### src/gdio_defs.svh
// Register offsets, field positions and reset values for the digital I/O port
`ifndef GDIO_DEFS_SVH
`define GDIO_DEFS_SVH

`define GDIO_WIN_AW 5
`define GDIO_OFS_IN_LO 5'h00
`define GDIO_OFS_IN_HI 5'h04
`define GDIO_OFS_OUT_LO 5'h08
`define GDIO_OFS_OUT_HI 5'h0C
`define GDIO_OFS_IRQ_EN 5'h10
`define GDIO_OFS_IRQ_EDGE 5'h14
`define GDIO_OFS_IRQ_STAT 5'h18
`define GDIO_OFS_FILT_CFG 5'h1C

`define GDIO_FILT_EN_BIT 0
`define GDIO_FILT_LEN_LSB 8
`define GDIO_FILT_LEN_W 8

`define GDIO_RST_OUT 64'h0000_0000_0000_0000
`define GDIO_RST_IRQ 16'h0000
`define GDIO_RST_FILT_LEN 8'h00
`define GDIO_RST_RDATA 32'h0000_0000

`endif

### src/gdio_pkg.sv
// Shared types for the digital I/O port
package gdio_pkg;
    typedef logic [63:0] gdio_chan_t;
    typedef logic [15:0] gdio_irq_t;
    typedef logic [31:0] gdio_word_t;
    typedef logic [15:5] gdio_base_t;
    typedef enum logic {
        GDIO_EDGE_PIN_FALL,
        GDIO_EDGE_PIN_RISE
    } gdio_edge_e;
endpackage

### src/gdio_edge.sv
// Edge detection, sticky status and merge for the interrupt-capable inputs
`timescale 1ns/1ns
`default_nettype none
module gdio_edge #(
    parameter int NCH = 16
) (
    input wire logic clk_in,
    input wire logic sys_rst_in,
    input wire logic [NCH-1:0] lvl_in,
    input wire logic [NCH-1:0] en_in,
    input wire logic [NCH-1:0] sel_in,
    input wire logic [NCH-1:0] clr_in,
    output logic [NCH-1:0] stat_out,
    output logic irq_out
);
    import gdio_pkg::*;
    logic [NCH-1:0] prev_q, stat_q, stat_d, hit;
    logic irq_q, irq_d;

    genvar i;
    generate
        for (i = 0; i < NCH; i++) begin : g_ch
            // Logic rise is a pin fall; select picks which pin edge counts
            assign hit[i] = (sel_in[i] == GDIO_EDGE_PIN_FALL) ? (lvl_in[i] & ~prev_q[i])
                                                                : (~lvl_in[i] & prev_q[i]);
        end
    endgenerate

    always_comb begin
        // Set beats clear so an edge in the clearing cycle survives
        stat_d = (stat_q & ~clr_in) | (hit & en_in);
        // One shared level for all channels
        irq_d = |(stat_d & en_in);
    end

    always_ff @(posedge clk_in) begin
        if (sys_rst_in) begin
            prev_q <= '0;
            stat_q <= '0;
            irq_q <= 1'b0;
        end else begin
            prev_q <= lvl_in;
            stat_q <= stat_d;
            irq_q <= irq_d;
        end
    end

    assign stat_out = stat_q;
    assign irq_out = irq_q;
endmodule
`default_nettype wire

### src/gdio_filter.sv
// One input channel: three-stage synchroniser and chatter filter
`timescale 1ns/1ns
`default_nettype none
module gdio_filter #(
    parameter int CNT_W = 8
) (
    input wire logic clk_in,
    input wire logic sys_rst_in,
    input wire logic pin_in,
    input wire logic en_in,
    input wire logic [CNT_W-1:0] len_in,
    output logic val_out
);
    logic s1_q, s2_q, s3_q;
    logic val_q, val_d;
    logic [CNT_W-1:0] cnt_q, cnt_d;

    always_comb begin
        val_d = val_q;
        cnt_d = '0;
        // Only agreeing second and third stages count as a change
        if (s2_q == s3_q && s3_q != val_q) begin
            if (!en_in || cnt_q >= len_in) begin
                val_d = s3_q;
            end else begin
                cnt_d = cnt_q + 1'b1;
            end
        end
    end

    always_ff @(posedge clk_in) begin
        if (sys_rst_in) begin
            s1_q <= 1'b1;
            s2_q <= 1'b1;
            s3_q <= 1'b1;
            val_q <= 1'b1;
            cnt_q <= '0;
        end else begin
            s1_q <= pin_in;
            s2_q <= s1_q;
            s3_q <= s2_q;
            val_q <= val_d;
            cnt_q <= cnt_d;
        end
    end

    assign val_out = val_q;
endmodule
`default_nettype wire

### src/gdio_top.sv
// Digital I/O port: 64 inverted inputs, 64 inverted outputs, 16 edge interrupts, input filter
// Operation
// - Each of the 64 inputs reads 1 for a low pin and 0 for a high pin.
// - Each of the 64 outputs pulls its pin low for a written 1 and releases it high for a 0.
// - Inputs and outputs share one mapping: value 0 is high level, value 1 is low level.
// - Only inputs 0 to 15 can raise interrupts; the others never do.
// - Each of the sixteen interrupt inputs has its own enable bit.
// - Each interrupt input selects whether a falling or a rising pin edge triggers it.
// - All sixteen requests merge into one active-low interrupt line.
// - A software-set chatter filter sits on every input before reading and edge detection.
//
// Our own choices: the plain strobed port and the register addresses.
`timescale 1ns/1ns
`default_nettype none
`include "gdio_defs.svh"
module gdio_top #(
    parameter int NIN = 64,
    parameter int NOUT = 64,
    parameter int NIRQ = 16
) (
    input wire logic clk_in,
    input wire logic sys_rst_in,
    input wire gdio_pkg::gdio_base_t cfg_io_base_in,
    input wire logic [15:0] bus_addr_in,
    input wire gdio_pkg::gdio_word_t bus_wdata_in,
    input wire logic bus_wr_in,
    input wire logic bus_rd_in,
    output gdio_pkg::gdio_word_t bus_rdata_out,
    input wire gdio_pkg::gdio_chan_t din_pin_in,
    output gdio_pkg::gdio_chan_t dout_pin_out,
    output logic intx_n_out
);
    import gdio_pkg::*;

    logic hit;
    logic [`GDIO_WIN_AW-1:0] ofs;
    logic wr, rd;
    gdio_chan_t pin_filt, din_val;
    gdio_chan_t out_q, out_d;
    gdio_chan_t pin_q, pin_d;
    gdio_irq_t en_q, en_d;
    gdio_irq_t sel_q, sel_d;
    gdio_irq_t clr, stat;
    logic filt_en_q, filt_en_d;
    logic [`GDIO_FILT_LEN_W-1:0] filt_len_q, filt_len_d;
    gdio_word_t rdata_q, rdata_d;
    logic irq;
    logic intx_n_q, intx_n_d;

    assign hit = (bus_addr_in[15:`GDIO_WIN_AW] == cfg_io_base_in);
    assign ofs = bus_addr_in[`GDIO_WIN_AW-1:0];
    assign wr = bus_wr_in & hit;
    assign rd = bus_rd_in & hit;

    genvar i;
    generate
        for (i = 0; i < NIN; i++) begin : g_in
            gdio_filter #(
                .CNT_W(`GDIO_FILT_LEN_W)
            ) u_filt (
                .clk_in(clk_in),
                .sys_rst_in(sys_rst_in),
                .pin_in(din_pin_in[i]),
                .en_in(filt_en_q),
                .len_in(filt_len_q),
                .val_out(pin_filt[i])
            );
            assign din_val[i] = ~pin_filt[i];
        end
    endgenerate

    // Only the low sixteen inputs feed interrupts
    gdio_edge #(
        .NCH(NIRQ)
    ) u_edge (
        .clk_in(clk_in),
        .sys_rst_in(sys_rst_in),
        .lvl_in(din_val[NIRQ-1:0]),
        .en_in(en_q),
        .sel_in(sel_q),
        .clr_in(clr),
        .stat_out(stat),
        .irq_out(irq)
    );

    // Status clears by writing one to a bit
    assign clr = (wr && ofs == `GDIO_OFS_IRQ_STAT) ? bus_wdata_in[NIRQ-1:0] : '0;

    always_comb begin
        out_d = out_q;
        en_d = en_q;
        sel_d = sel_q;
        filt_en_d = filt_en_q;
        filt_len_d = filt_len_q;
        if (wr) begin
            unique case (ofs)
                `GDIO_OFS_OUT_LO: out_d[31:0] = bus_wdata_in;
                `GDIO_OFS_OUT_HI: out_d[63:32] = bus_wdata_in;
                `GDIO_OFS_IRQ_EN: en_d = bus_wdata_in[NIRQ-1:0];
                `GDIO_OFS_IRQ_EDGE: sel_d = bus_wdata_in[NIRQ-1:0];
                `GDIO_OFS_FILT_CFG: begin
                    filt_en_d = bus_wdata_in[`GDIO_FILT_EN_BIT];
                    filt_len_d = bus_wdata_in[`GDIO_FILT_LEN_LSB +: `GDIO_FILT_LEN_W];
                end
                default: ;
            endcase
        end
        pin_d = ~out_d;
        intx_n_d = ~irq;
    end

    always_comb begin
        // Unmapped or unaligned reads answer zero
        rdata_d = `GDIO_RST_RDATA;
        if (rd) begin
            unique case (ofs)
                `GDIO_OFS_IN_LO: rdata_d = din_val[31:0];
                `GDIO_OFS_IN_HI: rdata_d = din_val[63:32];
                `GDIO_OFS_OUT_LO: rdata_d = out_q[31:0];
                `GDIO_OFS_OUT_HI: rdata_d = out_q[63:32];
                `GDIO_OFS_IRQ_EN: rdata_d = {16'h0000, en_q};
                `GDIO_OFS_IRQ_EDGE: rdata_d = {16'h0000, sel_q};
                `GDIO_OFS_IRQ_STAT: rdata_d = {16'h0000, stat};
                `GDIO_OFS_FILT_CFG: begin
                    rdata_d[`GDIO_FILT_EN_BIT] = filt_en_q;
                    rdata_d[`GDIO_FILT_LEN_LSB +: `GDIO_FILT_LEN_W] = filt_len_q;
                end
                default: ;
            endcase
        end
    end

    always_ff @(posedge clk_in) begin
        if (sys_rst_in) begin
            out_q <= `GDIO_RST_OUT;
            pin_q <= ~`GDIO_RST_OUT;
            en_q <= `GDIO_RST_IRQ;
            sel_q <= `GDIO_RST_IRQ;
            filt_en_q <= 1'b0;
            filt_len_q <= `GDIO_RST_FILT_LEN;
            rdata_q <= `GDIO_RST_RDATA;
            intx_n_q <= 1'b1;
        end else begin
            out_q <= out_d;
            pin_q <= pin_d;
            en_q <= en_d;
            sel_q <= sel_d;
            filt_en_q <= filt_en_d;
            filt_len_q <= filt_len_d;
            rdata_q <= rdata_d;
            intx_n_q <= intx_n_d;
        end
    end

    assign bus_rdata_out = rdata_q;
    assign dout_pin_out = pin_q;
    assign intx_n_out = intx_n_q;
endmodule
`default_nettype wire

### config.mk
export PLATFORM = sky130hd
export DESIGN_NAME = gdio_top
export DESIGN_NICKNAME = d
export VERILOG_FILES = /design/src/gdio_pkg.sv /design/src/gdio_edge.sv /design/src/gdio_filter.sv /design/src/gdio_top.sv
export VERILOG_INCLUDE_DIRS = /design/src
export SDC_FILE = /design/constraint.sdc
export NUM_CORES = 2
export LEC_CHECK = 0
export BUFFER_PORTS_ARGS = -buffer_cell sky130_fd_sc_hd__buf_2
export CAP_MARGIN = 5
export CORE_MARGIN = 4
export CORE_UTILIZATION = 45
export CTS_CLUSTER_SIZE = 20
export DETAILED_ROUTE_END_ITERATION = 7
export GPL_ROUTABILITY_DRIVEN = 1
export PLACE_DENSITY = 0.59
export SYNTH_ARGS = -nofsm -noshare
export SYNTH_HDL_FRONTEND = slang
export SYNTH_SLANG_ARGS = --single-unit
### constraint.sdc
create_clock -name clk_in -period 7.1 [get_ports clk_in]
set_input_delay 0.355 -clock clk_in [delete_from_list [all_inputs] [get_ports clk_in]]
set_output_delay 0.355 -clock clk_in [all_outputs]
set_load 0.01 [all_outputs]
Word-level counts from Yosys, hierarchy flattened

Cells that the tools add are included.

Register bits: 1003
Input port bits: 127
Output and inout bits: 97
Logic and storage cells: 1069

Add/sub/neg operators: 64
$lt $le $gt $ge: 64
Eq/ne operators: 136
Multiplexer cells: 24
Bitwise logic cells: 186
Reductions and logical operators: 264

Operators by type and width:

| cell                                                          | number |
|---|---|
| 8-bit by 1-bit adder with 8-bit output, second input constant | 64 |
| 8-bit greater-or-equal comparator                             | 64 |
| 3-bit OR reduction                                            | 64 |
| 1-bit NOT                                                     | 146 |
| 2-bit AND reduction                                           | 67 |
| 1-bit logical AND                                             | 65 |
| 1-bit == test                                                 | 64 |
| 1-bit logical OR                                              | 64 |
| 32-bit two-way mux                                            | 2 |
| 64-bit two-way mux                                            | 1 |
| 1-bit inequality test                                         | 64 |
| 64-bit NOT                                                    | 1 |
| 16-bit one-hot mux with 4 select lines                        | 1 |
| 8-bit one-hot mux with 8 select lines                         | 1 |
| 7-bit one-hot mux with 7 select lines                         | 1 |
| 16-bit bitwise AND                                            | 3 |
| 1-bit bitwise AND                                             | 34 |
| 5-bit == test, second input constant                          | 4 |
| 1-bit two-way mux                                             | 16 |
| 16-bit two-way mux                                            | 1 |
| 16-bit NOT                                                    | 1 |
| 16-bit bitwise OR                                             | 1 |
| 16-bit OR reduction                                           | 1 |
| 11-bit == test                                                | 1 |
| 6 further kinds                                               | 7 |

Longest topological paths before layout

Depth in word-level cells: 9
Gate-level depth with buffers: 9
Gate-level depth less buffers: 9

Hierarchy

A second synthesis with hierarchy kept.

Cells, all modules: 5800
Area total of the unflattened synthesis: 59686.0 sq um

Modules (own cells, without submodules):

| module                            | times used | cells an instance | area an instance (sq um) | seq. area each (sq um) |
|---|---|---|---|---|
| gdio_filter at g_in[0].u_filt ... | 63         | 75                | 767.0                    | 240.2 |
| gdio_top                          | 1          | 825               | 9011.1                   | 4043.9 |
| gdio_edge                         | 1          | 176               | 1592.8                   | 660.6 |
| gdio_filter at g_in[8].u_filt     | 1          | 74                | 762.0                    | 240.2 |

Worst setup path after synthesis

No wires, ideal clock.

Kind: register -> register
From: register filt_len_q[0]
To: register g_in[21].u_filt.cnt_q[2]
Setup time: 0.068 ns
Arrival: 3.235 ns
Required time: 7.032 ns
Path slack: 3.798 ns
Cell stages (with the launch flop): 9
Path buffers: 0
Period minus slack after synthesis: 3.302 ns
Cell sequence: dfxtp_1 ha_1 nand2b_1 a21o_1 a21o_1 a21o_1 a31oi_1 o211ai_1 nor2_1

Word-level cells in the longest chain between the ends: 3

Ends and longest elaborated chain:

| element                             | line              | text |
|---|---|---|
| start: declaration                  | gdio_top.sv:45    | `` logic [`GDIO_FILT_LEN_W-1:0] filt_len_q, filt_len_d; `` |
| start signal: assignment            | gdio_top.sv:140   | `` filt_len_q <= `GDIO_RST_FILT_LEN; `` |
| start signal: assignment            | gdio_top.sv:149   | `filt_len_q <= filt_len_d;` |
| 8-bit greater-or-equal comparator   | gdio_filter.sv:23 | `if (!en_in \|\| cnt_q >= len_in) begin` |
| 1-bit logical OR                    | gdio_filter.sv:23 |  |
| 3-bit OR reduction (no source line) | --                |  |
| end signal: assignment              | gdio_filter.sv:43 | `cnt_q <= cnt_d;` |
| end: declaration                    | gdio_filter.sv:16 | `logic [CNT_W-1:0] cnt_q, cnt_d;` |

No other way between the ends.
A chain may end at the register's enable or synchronous reset.

Worst setup path in the final report

From: register filt_len_q[1]
To: register g_in[21].u_filt.cnt_q[3]

The elaborated chain is that of the path after synthesis.

==> reports/results.ini <==
[status]
status = complete, no violations

[critical_path]
max_stage_delay_ns = 0.74
cp_common_cell = sky130_fd_sc_hd__a21o_1
rr_worst_depth = 9
capturing_element_type_of_the_critical_path = flip-flop
reg2reg_slack_ns = 3.86
worst_ep_arrival_time_ns = 3.85
crit_required_ns = 7.71
timing.rr.end = g_in[21].u_filt.cnt_q[3]$_SDFF_PP0_
worst_setup_path_start_kind = flip-flop
critPathKind = flip-flop to flip-flop
critical-path-slowest-cell = sky130_fd_sc_hd__buf_4
crit_chain = inv_4, buf_4, ha_1, a21o_1, a21o_1, a21o_1, a31oi_1, o211ai_1, nor2_1
worstReg2RegStart = filt_len_q[1]$_SDFFE_PP0P_
largest_fanout_on_the_critical_path = 38

[sta]
timing.max_slew.rel_slack = 0.3035
rsz0062_at_grt = false
fin_crit_ns = 3.238
max_clock_freq_mhz = 308.8
finalCritPeriodShare = 0.4560
finalClockSkew_ns = 0.02436
tightest_slew_ns = 1.045
final_hold_violations = 0
setup_tns_ns = 0
slew_violations = 0
setup_viol_count_final = 0

[floorplanning]
rows = 119
fp.dieArea_sq_um = 111600
die_w_microns = 334.0
core-area_sq_um = 105400
fp.dieH_microns = 334.0
io_pins = 224
initial_core_utilization = 0.4537

[global_route]
global_route.usage.met1 = 0.3002
gr_ovfl_total = 0
gr-usage-met2 = 0.3484
largest_net_degree_at_the_start_of_global_routing = 194
first_pass_grt_wire_length_microns = 193700
first_global_vias = 34898
antenna_violations_before_repair = 6
globalRouteMet3Util = 0.03732
top_usage_layer = met2
global_route.usage.total = 0.2159

[layout]
areaGrowthSynthToFinish_pct = 15.79
finalNetCount = 6257
post_route_insts_no_fill = 7039
fraction_of_final_layout_cells_sized_beyond_drive_strength_1 = 0.1217
nFillCells = 9704

[synth]
ys_ff_latch = 1003
synthesis.area_sq_um = 47830
synth_largest_area_cell = sky130_fd_sc_hd__dfxtp_1
synth_commonest_cells = 1,003 x sky130_fd_sc_hd__dfxtp_1, 783 x sky130_fd_sc_hd__nor2_1, 576 x sky130_fd_sc_hd__ha_1
yosys_most_used_dff = sky130_fd_sc_hd__dfxtp_1
synth_fp_nets = 5901
synth.yosys.seq_area_share = 0.4198
synthesized_instance_count = 5198
postSynth.asyncResetShare = 0
synth_area_leaders = sky130_fd_sc_hd__dfxtp_1 42%, sky130_fd_sc_hd__ha_1 15%, sky130_fd_sc_hd__nor2_1 6.1%
post-synth-top-area-fraction = 0.4198
count_of_flip_flops_with_a_built_in_enable_after_synthesis = 0
yosysUniqueCellTypes = 49
yosysWarnings = 0
yosysMostFrequentCell = sky130_fd_sc_hd__dfxtp_1
post_synth.cell_area_avg_sq_um = 9.201

[clock_network]
worstSkewPairLatency_ns = 0.69
post_cts_resized = 0
clkSlewWorstSetupHoldPaths_ns = 0.06
tritoncts = done
cell_chosen_for_the_clock_root = sky130_fd_sc_hd__clkbuf_16
clock_tree_buffer_depth = 3
cts.sinks = 1003
numCtsBuffers = 111
ctsHtreeMaxLevel = 3

[route]
detailedRoute.firstPassIterationCount = 5
total_wire_length_microns = 122300
detail_routed_via_count_per_cell = 5.194
drt_first_iter_violations = 2068
drtAntennaViolNets = 0
drc_errors = 0
route.vias.total = 36559
average_wire_per_standard_cell_microns = 17.37

[pwr]
power.ir.vdd_worst_uv = 169.8
power_density_nw_per_um2 = 219.8
power.leakage_nw = 22.18

[min_path]
worst_hold_path_type = primary input to flip-flop
worstHoldEndpoint = dout_pin_out[18]$_SDFF_PP1_
hold_depth = 3
min_from = bus_wdata_in[18]

[placement]
post-place-cells = 6745
io_buffer_count = 223
routabilityCongestion = 0.7891
hpwl_microns = 79760

[run]
cap_violations = 0

==> critical path, delay by kind of cell (launching register included) <==
kind            cells  cell delay (ns)
compound gates      5             1.09
fa+ha+maj           1             0.36
buf+inv             2             1.14
simple gates        1             0.20
flops               1             0.34
==> layout by cell type (no fill, tap or decap), types with 60 or more instances in the layout <==
cell type                       instances
sky130_fd_sc_hd__nor2b_1               64
sky130_fd_sc_hd__a211o_1               60
sky130_fd_sc_hd__mux2i_1              105
sky130_fd_sc_hd__nand2_1              270
sky130_fd_sc_hd__nand2b_1              64
sky130_fd_sc_hd__o211ai_1              64
sky130_fd_sc_hd__a21o_1               132
sky130_fd_sc_hd__nor2_1               783
sky130_fd_sc_hd__or2_2                235
sky130_fd_sc_hd__buf_2                222
sky130_fd_sc_hd__xnor2_1              116
sky130_fd_sc_hd__dlygate4sd3_1         87
sky130_fd_sc_hd__clkbuf_16            115
sky130_fd_sc_hd__ha_1                 576
sky130_fd_sc_hd__inv_1                200
sky130_fd_sc_hd__o21ai_0              103
sky130_fd_sc_hd__xor2_1               279
sky130_fd_sc_hd__nand3_1              309
sky130_fd_sc_hd__a21oi_1              320
sky130_fd_sc_hd__a211oi_1              67
sky130_fd_sc_hd__and3_1               144
sky130_fd_sc_hd__dfxtp_1             1001
==> repair_timing <==
item                                   in CTS  in global routing
buffers inserted                            0                  0
endpoints found under the hold margin     110                  0
hold buffers                               87                  0
==> routing by layer <==
layer | vias up | wire, microns
li1 | 18671 | -
met4 | 4 | 3033
met2 | 669 | 53750
met3 | 177 | 5814
met5 | - | 23
met1 | 17038 | 59640
==> flip-flops by register name, indices dropped and copies added, names as in the netlist, 8 cells and up <==
register / flops
sel_q: 16
g_in.u_filt.s2_q: 64
en_q: 16
out_q: 64
u_edge.stat_out: 16
dout_pin_out: 64
bus_rdata_out: 32
u_edge.prev_q: 16
g_in.u_filt.s3_q: 64
g_in.u_filt.s1_q: 64
g_in.u_filt.val_out: 64
g_in.u_filt.cnt_q: 512
filt_len_q: 8
==> report_power, final <==
group	internal [W]	switching [W]	leakage [nW]
Combinational	0.000108	0.000122	12.1
Clock	0.00389	0.00235	1.98
Sequential	0.00567	0.0000330	8.12
Total	0.00967	0.00250	22.2
==> metrics by stage <==
stage / util / instance area, sq um / power, W / hold slack (ns) / worst slack [ns]
2_1_floorplan: - / 47830 / 0.005915 / 0.3434 / 3.798
3_3_place_gp: 0.4789 / 50490 / 0.006022 / 0.3911 / 3.859
3_5_place_dp: 0.4789 / 50490 / 0.006022 / 0.3937 / 3.804
4_1_cts: 0.5253 / 55380 / 0.01232 / 0.0001894 / 3.773
5_1_grt: 0.5253 / 55380 / 0.01255 / 0.02603 / 3.609
6_report: 0.5254 / 55380 / 0.01217 / 0.04975 / 3.862
==> final cells by class <==
| class | count | area, sq um | area share |
|---|---|---|---|
| inverters | 208 | 798.3 | 0.01441 |
| multi-input cells | 3895 | 26530 | 0.4791 |
| flip-flops and latches | 1003 | 20090 | 0.3627 |
| well taps | 1391 | 1740 | 0.03143 |
| repair buffers | 335 | 2197 | 0.03967 |
| clock buffers | 170 | 3395 | 0.06129 |
| clock inverters | 36 | 626.9 | 0.01132 |
| diodes | 1 | 2.502 | 0.00004519 |
==> kinds of logic after synthesis <==
family / synth area share
compound gates: 0.1180
xor+xnor: 0.07233
fa+ha+maj: 0.1507
buf+inv: 0.02566
flops: 0.4198
mux: 0.02198
simple gates: 0.1915
==> how the worst max path moves through the flow <==
stage / startpoint / endpoint
detailed placement: filt_len_q[1]$_SDFFE_PP0P_ / g_in[21].u_filt.cnt_q[7]$_SDFF_PP0_
global route: filt_len_q[1]$_SDFFE_PP0P_ / g_in[12].u_filt.cnt_q[2]$_SDFF_PP0_
finish: filt_len_q[1]$_SDFFE_PP0P_ / g_in[21].u_filt.cnt_q[3]$_SDFF_PP0_
floorplan: filt_len_q[0]$_SDFFE_PP0P_ / g_in[21].u_filt.cnt_q[2]$_SDFF_PP0_
global placement: bus_addr_in[4] / dout_pin_out[43]$_SDFF_PP1_
CTS: filt_len_q[1]$_SDFFE_PP0P_ / g_in[21].u_filt.cnt_q[3]$_SDFF_PP0_
Power figures use the tool's default switching activity.
